### config.mk
export PLATFORM = sky130hd
export DESIGN_NAME = sbr_rate_ctrl
export DESIGN_NICKNAME = d
export VERILOG_FILES = /design/src/sbr_pkg.sv /design/src/sbr_rate_ctrl.sv /design/src/sbr_reload_timer.sv
export SDC_FILE = /design/constraint.sdc
export NUM_CORES = 1
export LEC_CHECK = 0
export ABC_AREA = 0
export BUFFER_PORTS_ARGS = -buffer_cell sky130_fd_sc_hd__buf_2
export CAP_MARGIN = 25
export CORE_MARGIN = 5
export CORE_UTILIZATION = 40
export DETAILED_ROUTE_END_ITERATION = 8
export PLACE_DENSITY = 0.55
export SYNTH_ARGS = -nofsm -noshare
export SYNTH_HDL_FRONTEND = slang
export SYNTH_SLANG_ARGS = --single-unit
### constraint.sdc
create_clock -name i_clk -period 5.65 [get_ports i_clk]
set_input_delay 1.13 -clock i_clk [delete_from_list [all_inputs] [get_ports i_clk]]
set_output_delay 1.13 -clock i_clk [all_outputs]
set_load 0.01 [all_outputs]
### src/sbr_pkg.sv
// Shared constants and carrier types for the serial bit-rate block
package sbr_pkg;

  // Register byte offsets on the APB bus
  localparam logic [7:0] SBR_ADDR_CONTROL_STATUS = 8'h00;
  localparam logic [7:0] SBR_ADDR_POWER_CONTROL = 8'h04;
  localparam logic [7:0] SBR_ADDR_TIMER_MODE = 8'h08;
  localparam logic [7:0] SBR_ADDR_T1_LOW = 8'h0c;
  localparam logic [7:0] SBR_ADDR_T1_RELOAD = 8'h10;
  localparam logic [7:0] SBR_ADDR_T1_CONTROL = 8'h14;
  localparam logic [7:0] SBR_ADDR_T2_CONTROL = 8'h18;
  localparam logic [7:0] SBR_ADDR_T2_LOW = 8'h1c;
  localparam logic [7:0] SBR_ADDR_T2_HIGH = 8'h20;
  localparam logic [7:0] SBR_ADDR_RELOAD_LOW = 8'h24;
  localparam logic [7:0] SBR_ADDR_RELOAD_HIGH = 8'h28;

  // Serial control/status field positions
  localparam int SBR_SCS_MODE_HI = 7;
  localparam int SBR_SCS_MODE_LO = 6;
  localparam int SBR_SCS_QUALIFY = 5;
  localparam int SBR_SCS_RX_ENABLE = 4;
  localparam int SBR_SCS_TX_NINTH = 3;
  localparam int SBR_SCS_RX_NINTH = 2;
  localparam int SBR_SCS_TX_DONE = 1;
  localparam int SBR_SCS_RX_DONE = 0;

  // Power control: rate doubling bit position
  localparam int SBR_PCR_DOUBLE = 7;

  // Timer mode register: timer one nibble positions
  localparam int SBR_TMR_T1_SOURCE = 6;
  localparam int SBR_TMR_T1_MODE_HI = 5;
  localparam int SBR_TMR_T1_MODE_LO = 4;

  // Timer one control: run bit position
  localparam int SBR_T1C_RUN = 0;

  // Timer two control field positions
  localparam int SBR_T2C_OVF = 7;
  localparam int SBR_T2C_EXT_FLAG = 6;
  localparam int SBR_T2C_RX_SEL = 5;
  localparam int SBR_T2C_TX_SEL = 4;
  localparam int SBR_T2C_EXT_EN = 3;
  localparam int SBR_T2C_RUN = 2;
  localparam int SBR_T2C_SOURCE = 1;

  // Reset values
  localparam logic [7:0] SBR_RST_BYTE = 8'h00;

  // Divider counts in oscillator cycles; the over-16 count is in timer overflows
  localparam logic [3:0] SBR_MACHINE_LAST = 4'hb;
  localparam logic [4:0] SBR_DIV32_LAST = 5'h1f;
  localparam logic [3:0] SBR_DIV16_LAST = 4'hf;

  // Serial port modes
  typedef enum logic [1:0] {
    SBR_MODE_SHIFT = 2'h0,
    SBR_MODE_8BIT = 2'h1,
    SBR_MODE_9FIXED = 2'h2,
    SBR_MODE_9VAR = 2'h3
  } sbr_mode_t;

  // Timer one running modes
  localparam logic [1:0] SBR_T1_13BIT = 2'h0;
  localparam logic [1:0] SBR_T1_16BIT = 2'h1;
  localparam logic [1:0] SBR_T1_AUTO8 = 2'h2;

  // Frame events from the neighbouring shifter
  typedef struct packed {
    logic tx_done;
    logic rx_done;
    logic rx_ninth;
    logic rx_stop;
  } sbr_frame_evt_t;

  // Bit-clock enables towards the shifter
  typedef struct packed {
    logic tx_bit;
    logic rx_bit;
  } sbr_rate_t;

  // Static port settings towards the shifter
  typedef struct packed {
    sbr_mode_t mode;
    logic rx_enable;
    logic tx_ninth;
  } sbr_port_cfg_t;

endpackage : sbr_pkg

### src/sbr_rate_ctrl.sv
// Serial port bit-rate generator with control and status registers
//
// Notes on behaviour
// RULE_01 - Shift-register mode bit rate is oscillator over 12, no timer.
// RULE_02 - Fixed 9-bit mode: oscillator over 64, or over 32 when doubled.
// RULE_03 - Reset clears the rate doubling bit.
// RULE_04 - Timer one rate: overflow rate times doubling factor over 32.
// RULE_05 - Timer one may count cycles or pin events in three modes.
// RULE_06 - Software normally uses timer one 8-bit auto-reload mode.
// RULE_07 - Software keeps timer one interrupt off while it sets the rate.
// RULE_08 - Very low rates: 16-bit timer one reloaded by software.
// RULE_09 - Either timer two select bit enters baud mode; directions differ.
// RULE_10 - Timer two baud behaviour holds only while a select bit is set.
// RULE_11 - Baud mode: each high byte rollover reloads from reload bytes.
// RULE_12 - Timer two source: bit rate is its overflow rate over 16.
// RULE_13 - Baud mode timer two counts every state time, oscillator over 2.
// RULE_14 - Timer two rate: oscillator over 32 times 65536 minus reload.
// RULE_15 - Baud mode rollover sets no overflow flag and no interrupt.
// RULE_16 - Baud mode external edge sets its flag but does not reload.
// RULE_17 - Software leaves running timer two and reload bytes alone.
// RULE_18 - Transmit done set at frame end; only software clears it.
// RULE_19 - Receive done set at frame end, subject to qualify bit.
// RULE_20 - Mode 1 with qualify set needs a valid stop bit.
// RULE_21 - Software keeps qualify bit clear in shift-register mode.
// RULE_22 - 9-bit modes with qualify set need received ninth bit 1.
// RULE_23 - Separate transmit and receive bit enables, each own source.
`timescale 1ns/1ps
`default_nettype none
module sbr_rate_ctrl
  import sbr_pkg::*;
(
  // Clock and reset
  input wire logic i_clk,
  input wire logic i_reset_n,
  // APB slave
  input wire logic i_psel,
  input wire logic i_penable,
  input wire logic i_pwrite,
  input wire logic [7:0] i_paddr,
  input wire logic [31:0] i_pwdata,
  output logic [31:0] o_prdata,
  output logic o_pready,
  output logic o_pslverr,
  // External pins: timer one count, timer two count, timer two edge
  input wire logic i_timer_one_pin,
  input wire logic i_timer_two_pin,
  input wire logic i_timer_two_external_pin,
  // Frame events from the shifter
  input wire sbr_frame_evt_t i_frame_evt,
  // Towards the shifter
  output sbr_rate_t o_rate,
  output sbr_port_cfg_t o_port_cfg
);

  // Software-visible registers
  logic [7:0] serial_control_status;
  logic [7:0] power_control_register;
  logic [7:0] timer_mode_register;
  logic [7:0] timer_one_low_byte;
  logic [7:0] timer_one_reload_byte;
  logic [7:0] timer_one_control;
  logic [7:0] timer_two_control;
  logic [7:0] reload_low_byte;
  logic [7:0] reload_high_byte;

  // Dividers and prescalers
  logic [3:0] machine_phase;
  logic [5:0] fixed_div;
  logic [4:0] t1_ovf_div;
  logic [3:0] t2_ovf_div;

  // Pin synchronisers and edge history
  logic [2:0] pin_meta;
  logic [2:0] pin_sync;
  logic [2:0] pin_last;

  // APB answer and output flops
  logic [31:0] prdata;
  logic pready;
  logic pslverr;
  sbr_rate_t rate;
  sbr_port_cfg_t port_cfg;

  // Bus decode
  logic apb_setup;
  logic apb_write;
  logic hit_scs;
  logic hit_pcr;
  logic hit_tmr;
  logic hit_t1l;
  logic hit_t1h;
  logic hit_t1c;
  logic hit_t2c;
  logic hit_t2l;
  logic hit_t2h;
  logic hit_rcl;
  logic hit_rch;
  logic addr_mapped;
  logic [7:0] wbyte;
  logic [7:0] read_byte;

  // Decoded controls
  sbr_mode_t mode;
  logic rate_double;
  logic [1:0] t1_mode;
  logic t1_from_pin;
  logic t1_run;
  logic t2_baud;
  logic t2_tx_sel;
  logic t2_rx_sel;
  logic t2_from_pin;
  logic t2_run;
  logic t2_ext_en;

  // Time bases
  logic machine_tick;
  logic state_tick;
  logic fixed_tick;
  logic [2:0] pin_fall;

  // Timer one
  logic t1_count;
  logic [16:0] t1_sum16;
  logic [13:0] t1_sum13;
  logic [8:0] t1_sum8;
  logic t1_ovf;
  logic [7:0] next_t1_low;
  logic [7:0] next_t1_high;
  logic t1_tick;

  // Timer two
  logic t2_count;
  logic t2_ext_edge;
  logic [15:0] t2_value;
  logic t2_rollover;
  logic t2_tick;

  // Flags and next values
  logic rx_accept;
  logic [7:0] next_scs;
  logic [7:0] next_t2c;
  logic next_tx_bit;
  logic next_rx_bit;

  // APB decode: answer in the cycle after setup
  assign apb_setup = i_psel && !i_penable;
  assign apb_write = i_psel && i_penable && pready && i_pwrite;
  assign wbyte = i_pwdata[7:0];
  assign hit_scs = (i_paddr == SBR_ADDR_CONTROL_STATUS);
  assign hit_pcr = (i_paddr == SBR_ADDR_POWER_CONTROL);
  assign hit_tmr = (i_paddr == SBR_ADDR_TIMER_MODE);
  assign hit_t1l = (i_paddr == SBR_ADDR_T1_LOW);
  assign hit_t1h = (i_paddr == SBR_ADDR_T1_RELOAD);
  assign hit_t1c = (i_paddr == SBR_ADDR_T1_CONTROL);
  assign hit_t2c = (i_paddr == SBR_ADDR_T2_CONTROL);
  assign hit_t2l = (i_paddr == SBR_ADDR_T2_LOW);
  assign hit_t2h = (i_paddr == SBR_ADDR_T2_HIGH);
  assign hit_rcl = (i_paddr == SBR_ADDR_RELOAD_LOW);
  assign hit_rch = (i_paddr == SBR_ADDR_RELOAD_HIGH);
  assign addr_mapped = hit_scs || hit_pcr || hit_tmr || hit_t1l ||
                       hit_t1h || hit_t1c || hit_t2c || hit_t2l ||
                       hit_t2h || hit_rcl || hit_rch;

  // Read selection; timer two bytes show the live count
  assign read_byte =
    hit_scs ? serial_control_status :
    hit_pcr ? power_control_register :
    hit_tmr ? timer_mode_register :
    hit_t1l ? timer_one_low_byte :
    hit_t1h ? timer_one_reload_byte :
    hit_t1c ? timer_one_control :
    hit_t2c ? timer_two_control :
    hit_t2l ? t2_value[7:0] :
    hit_t2h ? t2_value[15:8] :
    hit_rcl ? reload_low_byte :
    hit_rch ? reload_high_byte : SBR_RST_BYTE;

  // Control field views
  assign mode = sbr_mode_t'(serial_control_status[SBR_SCS_MODE_HI:
                                                 SBR_SCS_MODE_LO]);
  assign rate_double = power_control_register[SBR_PCR_DOUBLE];
  assign t1_mode = timer_mode_register[SBR_TMR_T1_MODE_HI:
                                       SBR_TMR_T1_MODE_LO];
  assign t1_from_pin = timer_mode_register[SBR_TMR_T1_SOURCE];
  assign t1_run = timer_one_control[SBR_T1C_RUN];
  assign t2_tx_sel = timer_two_control[SBR_T2C_TX_SEL];
  assign t2_rx_sel = timer_two_control[SBR_T2C_RX_SEL];
  assign t2_baud = t2_tx_sel || t2_rx_sel; // [RULE_09] [RULE_10]
  assign t2_from_pin = timer_two_control[SBR_T2C_SOURCE];
  assign t2_run = timer_two_control[SBR_T2C_RUN];
  assign t2_ext_en = timer_two_control[SBR_T2C_EXT_EN];

  // Machine cycle is twelve oscillator cycles, state time two
  assign machine_tick = (machine_phase == SBR_MACHINE_LAST);
  assign state_tick = machine_phase[0]; // [RULE_13]

  // Fixed divider: over 64, or over 32 when doubled
  assign fixed_tick = (fixed_div[4:0] == SBR_DIV32_LAST) &&
                      (rate_double || fixed_div[5]); // [RULE_02]

  // Falling edges compare the second synchroniser stage with the edge history
  assign pin_fall = pin_last & ~pin_sync;

  // Timer one counts cycles or pin events, gated by run
  assign t1_count = t1_run &&
                    (t1_from_pin ? pin_fall[0] : machine_tick); // [RULE_05]
  assign t1_sum16 = {1'b0, timer_one_reload_byte, timer_one_low_byte} +
                    17'h00001;
  assign t1_sum13 = {1'b0, timer_one_reload_byte, timer_one_low_byte[4:0]} +
                    14'h0001;
  assign t1_sum8 = {1'b0, timer_one_low_byte} + 9'h001;

  // Timer one next state per running mode; mode 3 holds
  always_comb begin
    next_t1_low = timer_one_low_byte;
    next_t1_high = timer_one_reload_byte;
    t1_ovf = 1'b0;
    if (t1_count) begin
      case (t1_mode)
        SBR_T1_13BIT: begin
          next_t1_low = {3'h0, t1_sum13[4:0]};
          next_t1_high = t1_sum13[12:5];
          t1_ovf = t1_sum13[13];
        end
        SBR_T1_16BIT: begin
          next_t1_low = t1_sum16[7:0];
          next_t1_high = t1_sum16[15:8];
          t1_ovf = t1_sum16[16];
        end
        SBR_T1_AUTO8: begin
          next_t1_low = t1_sum8[8] ? timer_one_reload_byte : t1_sum8[7:0];
          t1_ovf = t1_sum8[8];
        end
        default: begin
          t1_ovf = 1'b0;
        end
      endcase
    end
    if (apb_write && hit_t1l) begin
      next_t1_low = wbyte;
    end
    if (apb_write && hit_t1h) begin
      next_t1_high = wbyte;
    end
  end

  // Timer one overflows scaled by 32, or 16 when doubled
  assign t1_tick = t1_ovf && (t1_ovf_div[3:0] == SBR_DIV16_LAST) &&
                   (rate_double || t1_ovf_div[4]); // [RULE_04]

  // Timer two: pin falls when its source bit is set, else state time in baud mode, machine cycle otherwise
  assign t2_count = t2_run && (t2_from_pin ? pin_fall[1] :
                    (t2_baud ? state_tick : machine_tick)); // [RULE_13]
  assign t2_ext_edge = t2_ext_en && pin_fall[2];

  // Overflow rate over 16 gives oscillator over 32(65536-reload)
  assign t2_tick = t2_rollover &&
                   (t2_ovf_div == SBR_DIV16_LAST); // [RULE_12] [RULE_14]

  // Per-direction source selection
  always_comb begin
    case (mode)
      SBR_MODE_SHIFT: begin
        next_tx_bit = machine_tick; // [RULE_01]
        next_rx_bit = machine_tick; // [RULE_01]
      end
      SBR_MODE_9FIXED: begin
        next_tx_bit = fixed_tick; // [RULE_02]
        next_rx_bit = fixed_tick; // [RULE_02]
      end
      default: begin
        next_tx_bit = t2_tx_sel ? t2_tick : t1_tick; // [RULE_23]
        next_rx_bit = t2_rx_sel ? t2_tick : t1_tick; // [RULE_23]
      end
    endcase
  end

  // Receive qualification by mode and qualify bit
  assign rx_accept = i_frame_evt.rx_done &&
    (!serial_control_status[SBR_SCS_QUALIFY] ||
     (mode == SBR_MODE_SHIFT) ||
     ((mode == SBR_MODE_8BIT) && i_frame_evt.rx_stop) || // [RULE_20]
     ((mode[1]) && i_frame_evt.rx_ninth)); // [RULE_19] [RULE_22]

  // Control/status next value: hardware set wins over software clear
  always_comb begin
    next_scs = serial_control_status;
    if (apb_write && hit_scs) begin
      next_scs = wbyte;
    end
    if (rx_accept) begin
      next_scs[SBR_SCS_RX_DONE] = 1'b1; // [RULE_19]
      next_scs[SBR_SCS_RX_NINTH] = mode[1] ? i_frame_evt.rx_ninth :
                                   i_frame_evt.rx_stop;
    end
    if (i_frame_evt.tx_done) begin
      next_scs[SBR_SCS_TX_DONE] = 1'b1; // [RULE_18]
    end
  end

  // Timer two control next value with hardware-set flags
  always_comb begin
    next_t2c = timer_two_control;
    if (apb_write && hit_t2c) begin
      next_t2c = wbyte;
    end
    if (t2_rollover && !t2_baud) begin
      next_t2c[SBR_T2C_OVF] = 1'b1; // [RULE_15]
    end
    if (t2_ext_edge) begin
      next_t2c[SBR_T2C_EXT_FLAG] = 1'b1; // [RULE_16]
    end
  end

  // Timer two counter; external reload only outside baud mode
  sbr_reload_timer u_timer_two (
    .i_clk(i_clk),
    .i_reset_n(i_reset_n),
    .i_count(t2_count),
    .i_ext_reload(t2_ext_edge && !t2_baud), // [RULE_16]
    .i_reload({reload_high_byte, reload_low_byte}), // [RULE_11]
    .i_wr_low(apb_write && hit_t2l),
    .i_wr_high(apb_write && hit_t2h),
    .i_wdata(wbyte),
    .o_count(t2_value),
    .o_rollover(t2_rollover)
  );

  // Pin synchronisers
  always_ff @(posedge i_clk or negedge i_reset_n) begin
    if (!i_reset_n) begin
      pin_meta <= 3'h7;
      pin_sync <= 3'h7;
      pin_last <= 3'h7;
    end else begin
      pin_meta <= {i_timer_two_external_pin, i_timer_two_pin,
                   i_timer_one_pin};
      pin_sync <= pin_meta;
      pin_last <= pin_sync;
    end
  end

  // Time-base dividers
  always_ff @(posedge i_clk or negedge i_reset_n) begin
    if (!i_reset_n) begin
      machine_phase <= 4'h0;
      fixed_div <= 6'h00;
    end else begin
      machine_phase <= machine_tick ? 4'h0 : machine_phase + 4'h1;
      fixed_div <= fixed_div + 6'h01;
    end
  end

  // Overflow prescalers for the variable rates
  always_ff @(posedge i_clk or negedge i_reset_n) begin
    if (!i_reset_n) begin
      t1_ovf_div <= 5'h00;
      t2_ovf_div <= 4'h0;
    end else begin
      t1_ovf_div <= t1_ovf ? t1_ovf_div + 5'h01 : t1_ovf_div;
      t2_ovf_div <= t2_rollover ? t2_ovf_div + 4'h1 : t2_ovf_div;
    end
  end

  // Control and status registers
  always_ff @(posedge i_clk or negedge i_reset_n) begin
    if (!i_reset_n) begin
      serial_control_status <= SBR_RST_BYTE;
      timer_two_control <= SBR_RST_BYTE;
      timer_one_low_byte <= SBR_RST_BYTE;
      timer_one_reload_byte <= SBR_RST_BYTE;
    end else begin
      serial_control_status <= next_scs;
      timer_two_control <= next_t2c;
      timer_one_low_byte <= next_t1_low;
      timer_one_reload_byte <= next_t1_high;
    end
  end

  // Plain software-written registers
  always_ff @(posedge i_clk or negedge i_reset_n) begin
    if (!i_reset_n) begin
      power_control_register <= SBR_RST_BYTE; // [RULE_03]
      timer_mode_register <= SBR_RST_BYTE;
      timer_one_control <= SBR_RST_BYTE;
      reload_low_byte <= SBR_RST_BYTE;
      reload_high_byte <= SBR_RST_BYTE;
    end else if (apb_write) begin
      if (hit_pcr) power_control_register <= wbyte;
      if (hit_tmr) timer_mode_register <= wbyte;
      if (hit_t1c) timer_one_control <= wbyte;
      if (hit_rcl) reload_low_byte <= wbyte;
      if (hit_rch) reload_high_byte <= wbyte;
    end
  end

  // APB answer and registered outputs
  always_ff @(posedge i_clk or negedge i_reset_n) begin
    if (!i_reset_n) begin
      prdata <= 32'h00000000;
      pready <= 1'b0;
      pslverr <= 1'b0;
      rate <= '0;
      port_cfg <= '0;
    end else begin
      pready <= apb_setup;
      pslverr <= apb_setup && !addr_mapped;
      prdata <= apb_setup ? {24'h000000, read_byte} : prdata;
      rate <= '{tx_bit: next_tx_bit, rx_bit: next_rx_bit};
      port_cfg <= '{mode: sbr_mode_t'(next_scs[7:6]),
                    rx_enable: next_scs[SBR_SCS_RX_ENABLE],
                    tx_ninth: next_scs[SBR_SCS_TX_NINTH]};
    end
  end

  assign o_prdata = prdata;
  assign o_pready = pready;
  assign o_pslverr = pslverr;
  assign o_rate = rate;
  assign o_port_cfg = port_cfg;

endmodule : sbr_rate_ctrl
`default_nettype wire

### src/sbr_reload_timer.sv
// Sixteen-bit reloading counter used as timer two
`timescale 1ns/1ps
`default_nettype none
module sbr_reload_timer
  import sbr_pkg::*;
(
  // Clock and reset
  input wire logic i_clk,
  input wire logic i_reset_n,
  // Counting and reload control
  input wire logic i_count,
  input wire logic i_ext_reload,
  input wire logic [15:0] i_reload,
  // Software byte writes
  input wire logic i_wr_low,
  input wire logic i_wr_high,
  input wire logic [7:0] i_wdata,
  // Counter state
  output logic [15:0] o_count,
  output logic o_rollover
);

  logic [15:0] count;
  logic rollover;
  logic [15:0] next_count;
  logic wrap;

  // Rollover when the high byte wraps on a counting step
  assign wrap = i_count && (count == 16'hffff);

  // Software write, then reload, then plain increment
  always_comb begin
    next_count = count;
    if (i_wr_low) begin
      next_count[7:0] = i_wdata;
    end
    if (i_wr_high) begin
      next_count[15:8] = i_wdata;
    end
    if (wrap || i_ext_reload) begin
      next_count = i_reload;
    end else if (i_count) begin
      next_count = count + 16'h0001;
    end
  end

  // Counter and one-cycle rollover pulse
  always_ff @(posedge i_clk or negedge i_reset_n) begin
    if (!i_reset_n) begin
      count <= 16'h0000;
      rollover <= 1'b0;
    end else begin
      count <= next_count;
      rollover <= wrap;
    end
  end

  assign o_count = count;
  assign o_rollover = rollover;

endmodule : sbr_reload_timer
`default_nettype wire

==> impl_metrics.yaml, run 1 <==
outcome:
  status: "complete, no violations"
final_layout:
  layout_common_cells: "dfrtp_1 (120), nand2_1 (71), o21ai_0 (58)"
  n_antenna_cell: 0
  design_area_um2: 8350
  synthToLayoutAreaGrowth_pct: 11.2
  layout_commonest_cell: "dfrtp_1"
  final_cells: 1046
  drive_above_1_share_pct: 19.3
  fin_nets: 862
logic_synthesis:
  synth-warning-count: 0
  synth.distinct_cells: 74
  synthFlopType: "dfrtp_1"
  synth_top_area_cell: "dfrtp_1"
  synth_area_per_cell_um2: 9.55
  netlist_instances: 786
  synth.yosys.seq_area_share_pct: 43.1
  synth.top_cell.area_share_pct: 40.0
  ys_seq_elements: 129
  synth.area.top_cells: "dfrtp_1 (40%), mux2_2 (6.0%), o21ai_0 (3.9%), nand2_1 (3.5%), a21oi_1 (3.3%)"
  synth_area_um2: 7510
  synth-async-reset-ratio_pct: 100
  synth-edff-count: 0
clock_network:
  cts_buffer_depth: 2
  path_clk_slew_ns: 0.06
  post_cts_resized: 0
  cts_setup_buffers: 0
  cts_buffers: 17
  clock_latency_ns: 0.42
  htreeDepth: 4
  cts_hold_buf: 0
  cts.sinks: 129
  clockRootBuffer: "clkbuf_16"
  cts_tree: "yes"
run:
  drv_cap: 0
setup_path:
  rr_startpoint: "u_timer_two.o_count[7]"
  ff2ff_path_depth: 6
  cp-start-kind: "input port"
  r2r-end: "u_timer_two.o_count[6]"
  critical_path_arrival_ns: 3.71
  cp.required_ns: 5.96
  critical_path.max_fanout: 36
  crit_type: "in -> reg"
  worstSetupEndpointType: "flop"
  rrSetupSlack_ns: 3.02
  critPathLaunch: "i_paddr[2]"
min_path:
  hp-start: "pin_meta[0]"
  holdPathStages: 0
  min_to: "pin_sync[0]"
  hold_class: "reg -> reg"
place:
  place_area_um2: 7710
  gp_congestion: 0.928
  place_inst: 1014
  hpwl_um: 15900
  port_buffers: 43
routing:
  drtIter0Drc: 597
  routed_wl_um: 22900
  ant_nets: 0
  drc: 0
  dr.pass1.iters: 7
  viasPerCell: 6.09
  wire_per_inst_um: 21.9
  vias: 6366
die:
  start_util_pct: 40.4
  die_width_um: 147
  die_y_um: 147
  row_count: 50
  dieArea_um2: 21600
  ios: 92
  fp.coreArea_um2: 18600
power_and_ir_drop:
  power_density_nw_per_um2: 275
  p_total_mw: 2.30
  vdd_ir_drop_max_uv: 206
  p_leak_nw: 3.60
timing:
  final.period_utilization_pct: 60.2
  fmax_mhz: 294
  post-route-min-period_ns: 3.40
  worst_slew_pin_slew_ns: 0.816
  setup_viol: 0
  fin_skew_ns: 0.00506
  rsz0062_at_grt: "no"
  slew_viol_final: 0
  hold_violations: 0
  slew_headroom_pct: 45.5
  setup_tns_ns: 0
global_route:
  grt_pass1_vias: 6072
  track_usage_pct: 21.3
  gr-total-overflow: 0
  antenna_found_initial: 0
  grt_max_degree: 78
  grt_pass1_wl_um: 36000
[state kept, by name, summed over array words and instances, names as in the netlist, 6 cells and up]
| signal | flops |
|---|---|
| timer_mode_register | 8 |
| reload_high_byte | 8 |
| u_timer_two.o_count | 16 |
| timer_one_low_byte | 8 |
| timer_two_control | 8 |
| power_control_register | 8 |
| timer_one_reload_byte | 8 |
| fixed_div | 6 |
| timer_one_control | 8 |
| reload_low_byte | 8 |
| o_prdata | 8 |
| serial_control_status | 7 |
[logic make-up (layout without fill, tap and decap cells)]
| kind of cell | count (synthesis) | count (layout) | share of synthesized area [%] |
|---|---|---|---|
| DFF | 129 | 129 | 43.1 |
| other | 1 | 24 | 0.0499 |
| adders and majority gates | 11 | 11 | 1.83 |
| buffers and inverters | 92 | 95 | 6.46 |
| muxes | 57 | 57 | 8.73 |
| and+or+nand+nor | 256 | 256 | 18.3 |
| AOI/OAI and AO/OA | 209 | 209 | 17.9 |
| xor gates and xnor gates | 31 | 31 | 3.62 |
[cell usage after synthesis (13+ instances only)]
library cell and number:
dfrtp_1 120, nand2_1 71, o21ai_0 58, a21oi_1 50, nor2_1 44, mux2_2 40, clkbuf_1 36, buf_4 29
nand3_1 28, a31oi_1 17, xnor2_1 17, inv_1 16, nor3_1 16, and3_1 15, xor2_1 14, nand4_1 13
[power by group]
group / switching, mW / total (mW) / internal, mW
Combinational: 0.104 / 0.145 / 0.0411
Sequential: 0.0167 / 0.961 / 0.944
Clock: 0.429 / 1.19 / 0.764
[worst max-delay path by stage]
stage	endpoint	slack, ns	cells past startpoint
final	reload_low_byte[1]	2.25	5
after global routing	reload_low_byte[1]	2.24	5
after CTS	reload_low_byte[1]	2.33	5
after detailed placement	reload_low_byte[5]	1.88	5
after global placement	reload_low_byte[6]	1.91	5
after floorplan	reload_low_byte[1]	2.81	6
[layout make-up]
class	instances	area, um^2
well taps	234	293
fillers	1774	10200
repair buffers	47	251
clock inverters	12	180
clock buffers	20	457
inverters	16	60.1
flip-flops and latches	129	3240
multi-input cells	588	3870
[routing by layer]
metal  track usage, %  vias to the layer above  wire length (um)
met2             33.2                      298             10600
met1             30.3                     3150             10200
li1                 -                     2866                 -
met3             3.58                       52              1540
met5                0                        -                 0
met4             7.22                        0               565
[worst max-delay path, stage by stage]
cell    delay [ns]
buf_2         0.56
inv_1         0.38
or3_1         0.59
or3_1         0.64
mux2_4        0.38
[through the flow]
step | util [%] | hold WS, ns | worst slack, ns
after global placement | 41.5 | 0.346 | 1.91
after CTS | 44.9 | 0.357 | 2.33
after floorplan | - | 0.345 | 2.81
final | 44.9 | 0.356 | 2.25
after detailed placement | 41.5 | 0.348 | 1.88
after global routing | 44.9 | 0.361 | 2.24
Power figures use the tool's default switching activity.
==> inputs of run 2 (changes only) <==
- ABC_AREA: 0 -> 1
- PLACE_DENSITY: 0.55 -> 0.56
- clock period: 5.65 -> 3.4 ns (I/O delays scaled with it)
==> impl_metrics.yaml, run 2 <==
power_and_ir_drop:
  p_leak_nw: 4.18
  power_density_nw_per_um2: 460
  p_sw_mw: 0.899
  vdd_ir_drop_max_uv: 385
  clock_power_share_pct: 52.3
  combinationalPowerShare_pct: 6.1
  p_seq_share_pct: 41.6
  switching_share_pct: 23.6
  p_int_mw: 2.92
clock_network:
  htreeDepth: 4
  cts_buffers: 17
  cts_buffer_depth: 2
  cts_tree: "yes"
  cts.sinks: 129
  clock_latency_ns: 0.43
  clockRootBuffer: "clkbuf_16"
  cts_setup_buffers: 0
  path_clk_slew_ns: 0.06
  cts_hold_buf: 0
  post_cts_resized: 0
global_route:
  gr-total-overflow: 0
  grt_pass1_vias: 5895
  track_usage_pct: 19.8
  grt_pass1_wl_um: 33200
  antenna_found_initial: 0
  grt_max_degree: 64
setup_path:
  critical_path_arrival_ns: 2.53
  crit_type: "in -> reg"
  critical_path.max_fanout: 6
  cp.required_ns: 3.77
  rrSetupSlack_ns: 1.25
  cp-start-kind: "input port"
  worst_path_max_delay_cell: "nor2_1"
  cp_slowest_stage_delay_ns: 0.50
  worstSetupEndpointType: "flop"
  crit_buf_inv: 2
  rr_startpoint: "u_timer_two.o_count[0]"
  r2r-end: "u_timer_two.o_count[6]"
  ff2ff_path_depth: 12
  cp_top_family: "simple AND/OR/NAND/NOR gates"
  crit_chain: "buf_2 > nor2_1 > nand3_1 > nor2_1 > inv_1 > nor2_1 > nor2_1 > nand3_1 > nand2_1 > nand3_1 > nand2_1 > nand2_1"
  crit_top_cell: "nor2_1"
routing:
  dr.pass1.iters: 6
  routed_wl_um: 20600
  vias: 6355
  drc: 0
  drtIter0Drc: 583
  ant_nets: 0
  viasPerCell: 5.08
  wire_per_inst_um: 16.5
timing:
  worst_slew_pin_slew_ns: 0.618
  hold_violations: 0
  setup_tns_ns: 0
  hold_slack_ns: 0.233
  post-route-min-period_ns: 2.17
  setup_viol: 0
  slew_headroom_pct: 58.8
  slew_viol_final: 0
  fin_skew_ns: 0.00681
  final.period_utilization_pct: 63.7
  rsz0062_at_grt: "no"
  setup_slack_ns: 1.23
  fmax_mhz: 462
place:
  port_buffers: 43
  place_area_um2: 7650
  pre_cts_ws_ns: 0.898
  hpwl_um: 15200
  place_inst: 1218
  gp_congestion: 0.922
logic_synthesis:
  yosys-top-cells-count: "nand2_1 (296), dfrtp_1 (120), o21ai_0 (94)"
  synth-warning-count: 0
  synth_top_area_cell: "dfrtp_1"
  synth_most_common_cell: "nand2_1"
  synth.area.top_cells: "dfrtp_1 (41%), nand2_1 (15%), o21ai_0 (6.4%), inv_1 (4.5%), nand3_1 (4.5%)"
  synth.top_cell.area_share_pct: 41.1
  synth-async-reset-ratio_pct: 100
  synth_area_per_cell_um2: 7.61
  netlist_instances: 961
  synthFlopType: "dfrtp_1"
  synth-edff-count: 0
  synth.yosys.seq_area_share_pct: 44.3
  synth_area_um2: 7310
  ys_seq_elements: 129
  synth.distinct_cells: 45
die:
  die_width_um: 145
  die_y_um: 145
  start_util_pct: 40.7
  dieArea_um2: 21100
  fp.coreArea_um2: 18000
  row_count: 49
  ios: 92
final_layout:
  design_area_um2: 8300
  fin_nets: 1071
  largest_register_ffs: 16
  layout_common_cells: "nand2_1 (296), dfrtp_1 (120), o21ai_0 (94)"
  n_antenna_cell: 0
  layout_commonest_cell: "nand2_1"
  synthToLayoutAreaGrowth_pct: 13.5
  final_cells: 1250
  drive_above_1_share_pct: 13.1
min_path:
  hold_class: "in -> async"
run:
  drv_cap: 0
outcome:
  status: "complete, no violations"
-- run 2: cell types whose count changed in the layout (fill, tap and decap cells not counted), moves of 12 or more --
cell	delta
mux2_2	-38
xnor2_1	-12
inv_1	+72
and3_1	-15
a31oi_1	-16
nand3_1	+38
a21oi_1	-25
o21ai_0	+36
nor2_1	+24
nand2_1	+225
nand2b_1	-12
-- run 2: worst register-to-register path, stage by stage, from the launching register on --
cell	delay [ns]
dfrtp_1	0.40
ha_1	0.22
nand3_2	0.12
nor3_4	0.22
nand3_2	0.15
nor3b_2	0.26
nand2_2	0.10
nand2_4	0.17
inv_4	0.13
nand2_1	0.08
nand2_1	0.06
nand2_1	0.06
nand2_1	0.06
-- run 2: cell families after synthesis --
family          synth area share [%]
compound gates                  11.4
simple gates                    29.6
xor+xnor                        2.99
fa+ha+maj                       1.88
buf+inv                         9.51
flops                           44.3
mux                            0.308
other cells                   0.0513
-- run 2: metal layers --
layer	track usage (%)	share of wire [%]	vias up
li1	-	-	3171
met1	28.7	47	2947
met2	29.0	43	208
met3	5.05	7.2	29
met4	6.48	2.3	0
met5	0	0	-
-- run 2: stage by stage --
step                util [%]  power (mW)
global placement        42.6        1.85
floorplan                  -        1.76
finish                  46.2        3.82
detailed placement      42.6        1.85
global route            46.2        3.95
CTS                     46.2        3.85
-- run 2: worst max-delay path by stage --
stage | start | cells after the start | endpoint
final | i_paddr[7] | 12 | o_prdata[2]
after global placement | i_paddr[7] | 9 | timer_one_low_byte[6]
after CTS | machine_phase[0] | 13 | u_timer_two.o_count[15]
after detailed placement | i_paddr[7] | 12 | o_prdata[2]
after floorplan | i_paddr[7] | 8 | timer_one_low_byte[6]
after global routing | i_paddr[7] | 12 | o_prdata[3]
-- run 2: power by group through the flow --
stage,registers [mW],clock network (mW),logic (mW)
3_3_place_gp,1.61,0,0.234
2_1_floorplan,1.61,0,0.151
5_1_grt,1.59,2.10,0.264
4_1_cts,1.59,2.03,0.235
6_report,1.59,2.00,0.233
3_5_place_dp,1.61,0,0.234
-- run 2: layout make-up --
| class | instances | area [um^2] |
|---|---|---|
| clock buffer | 20 | 467 |
| clock inverter | 12 | 180 |
| fill | 1836 | 9660 |
| inverter | 100 | 383 |
| multi-input combinational | 711 | 3460 |
| sequential | 129 | 3240 |
| tap | 229 | 287 |
| timing repair buffer | 49 | 279 |
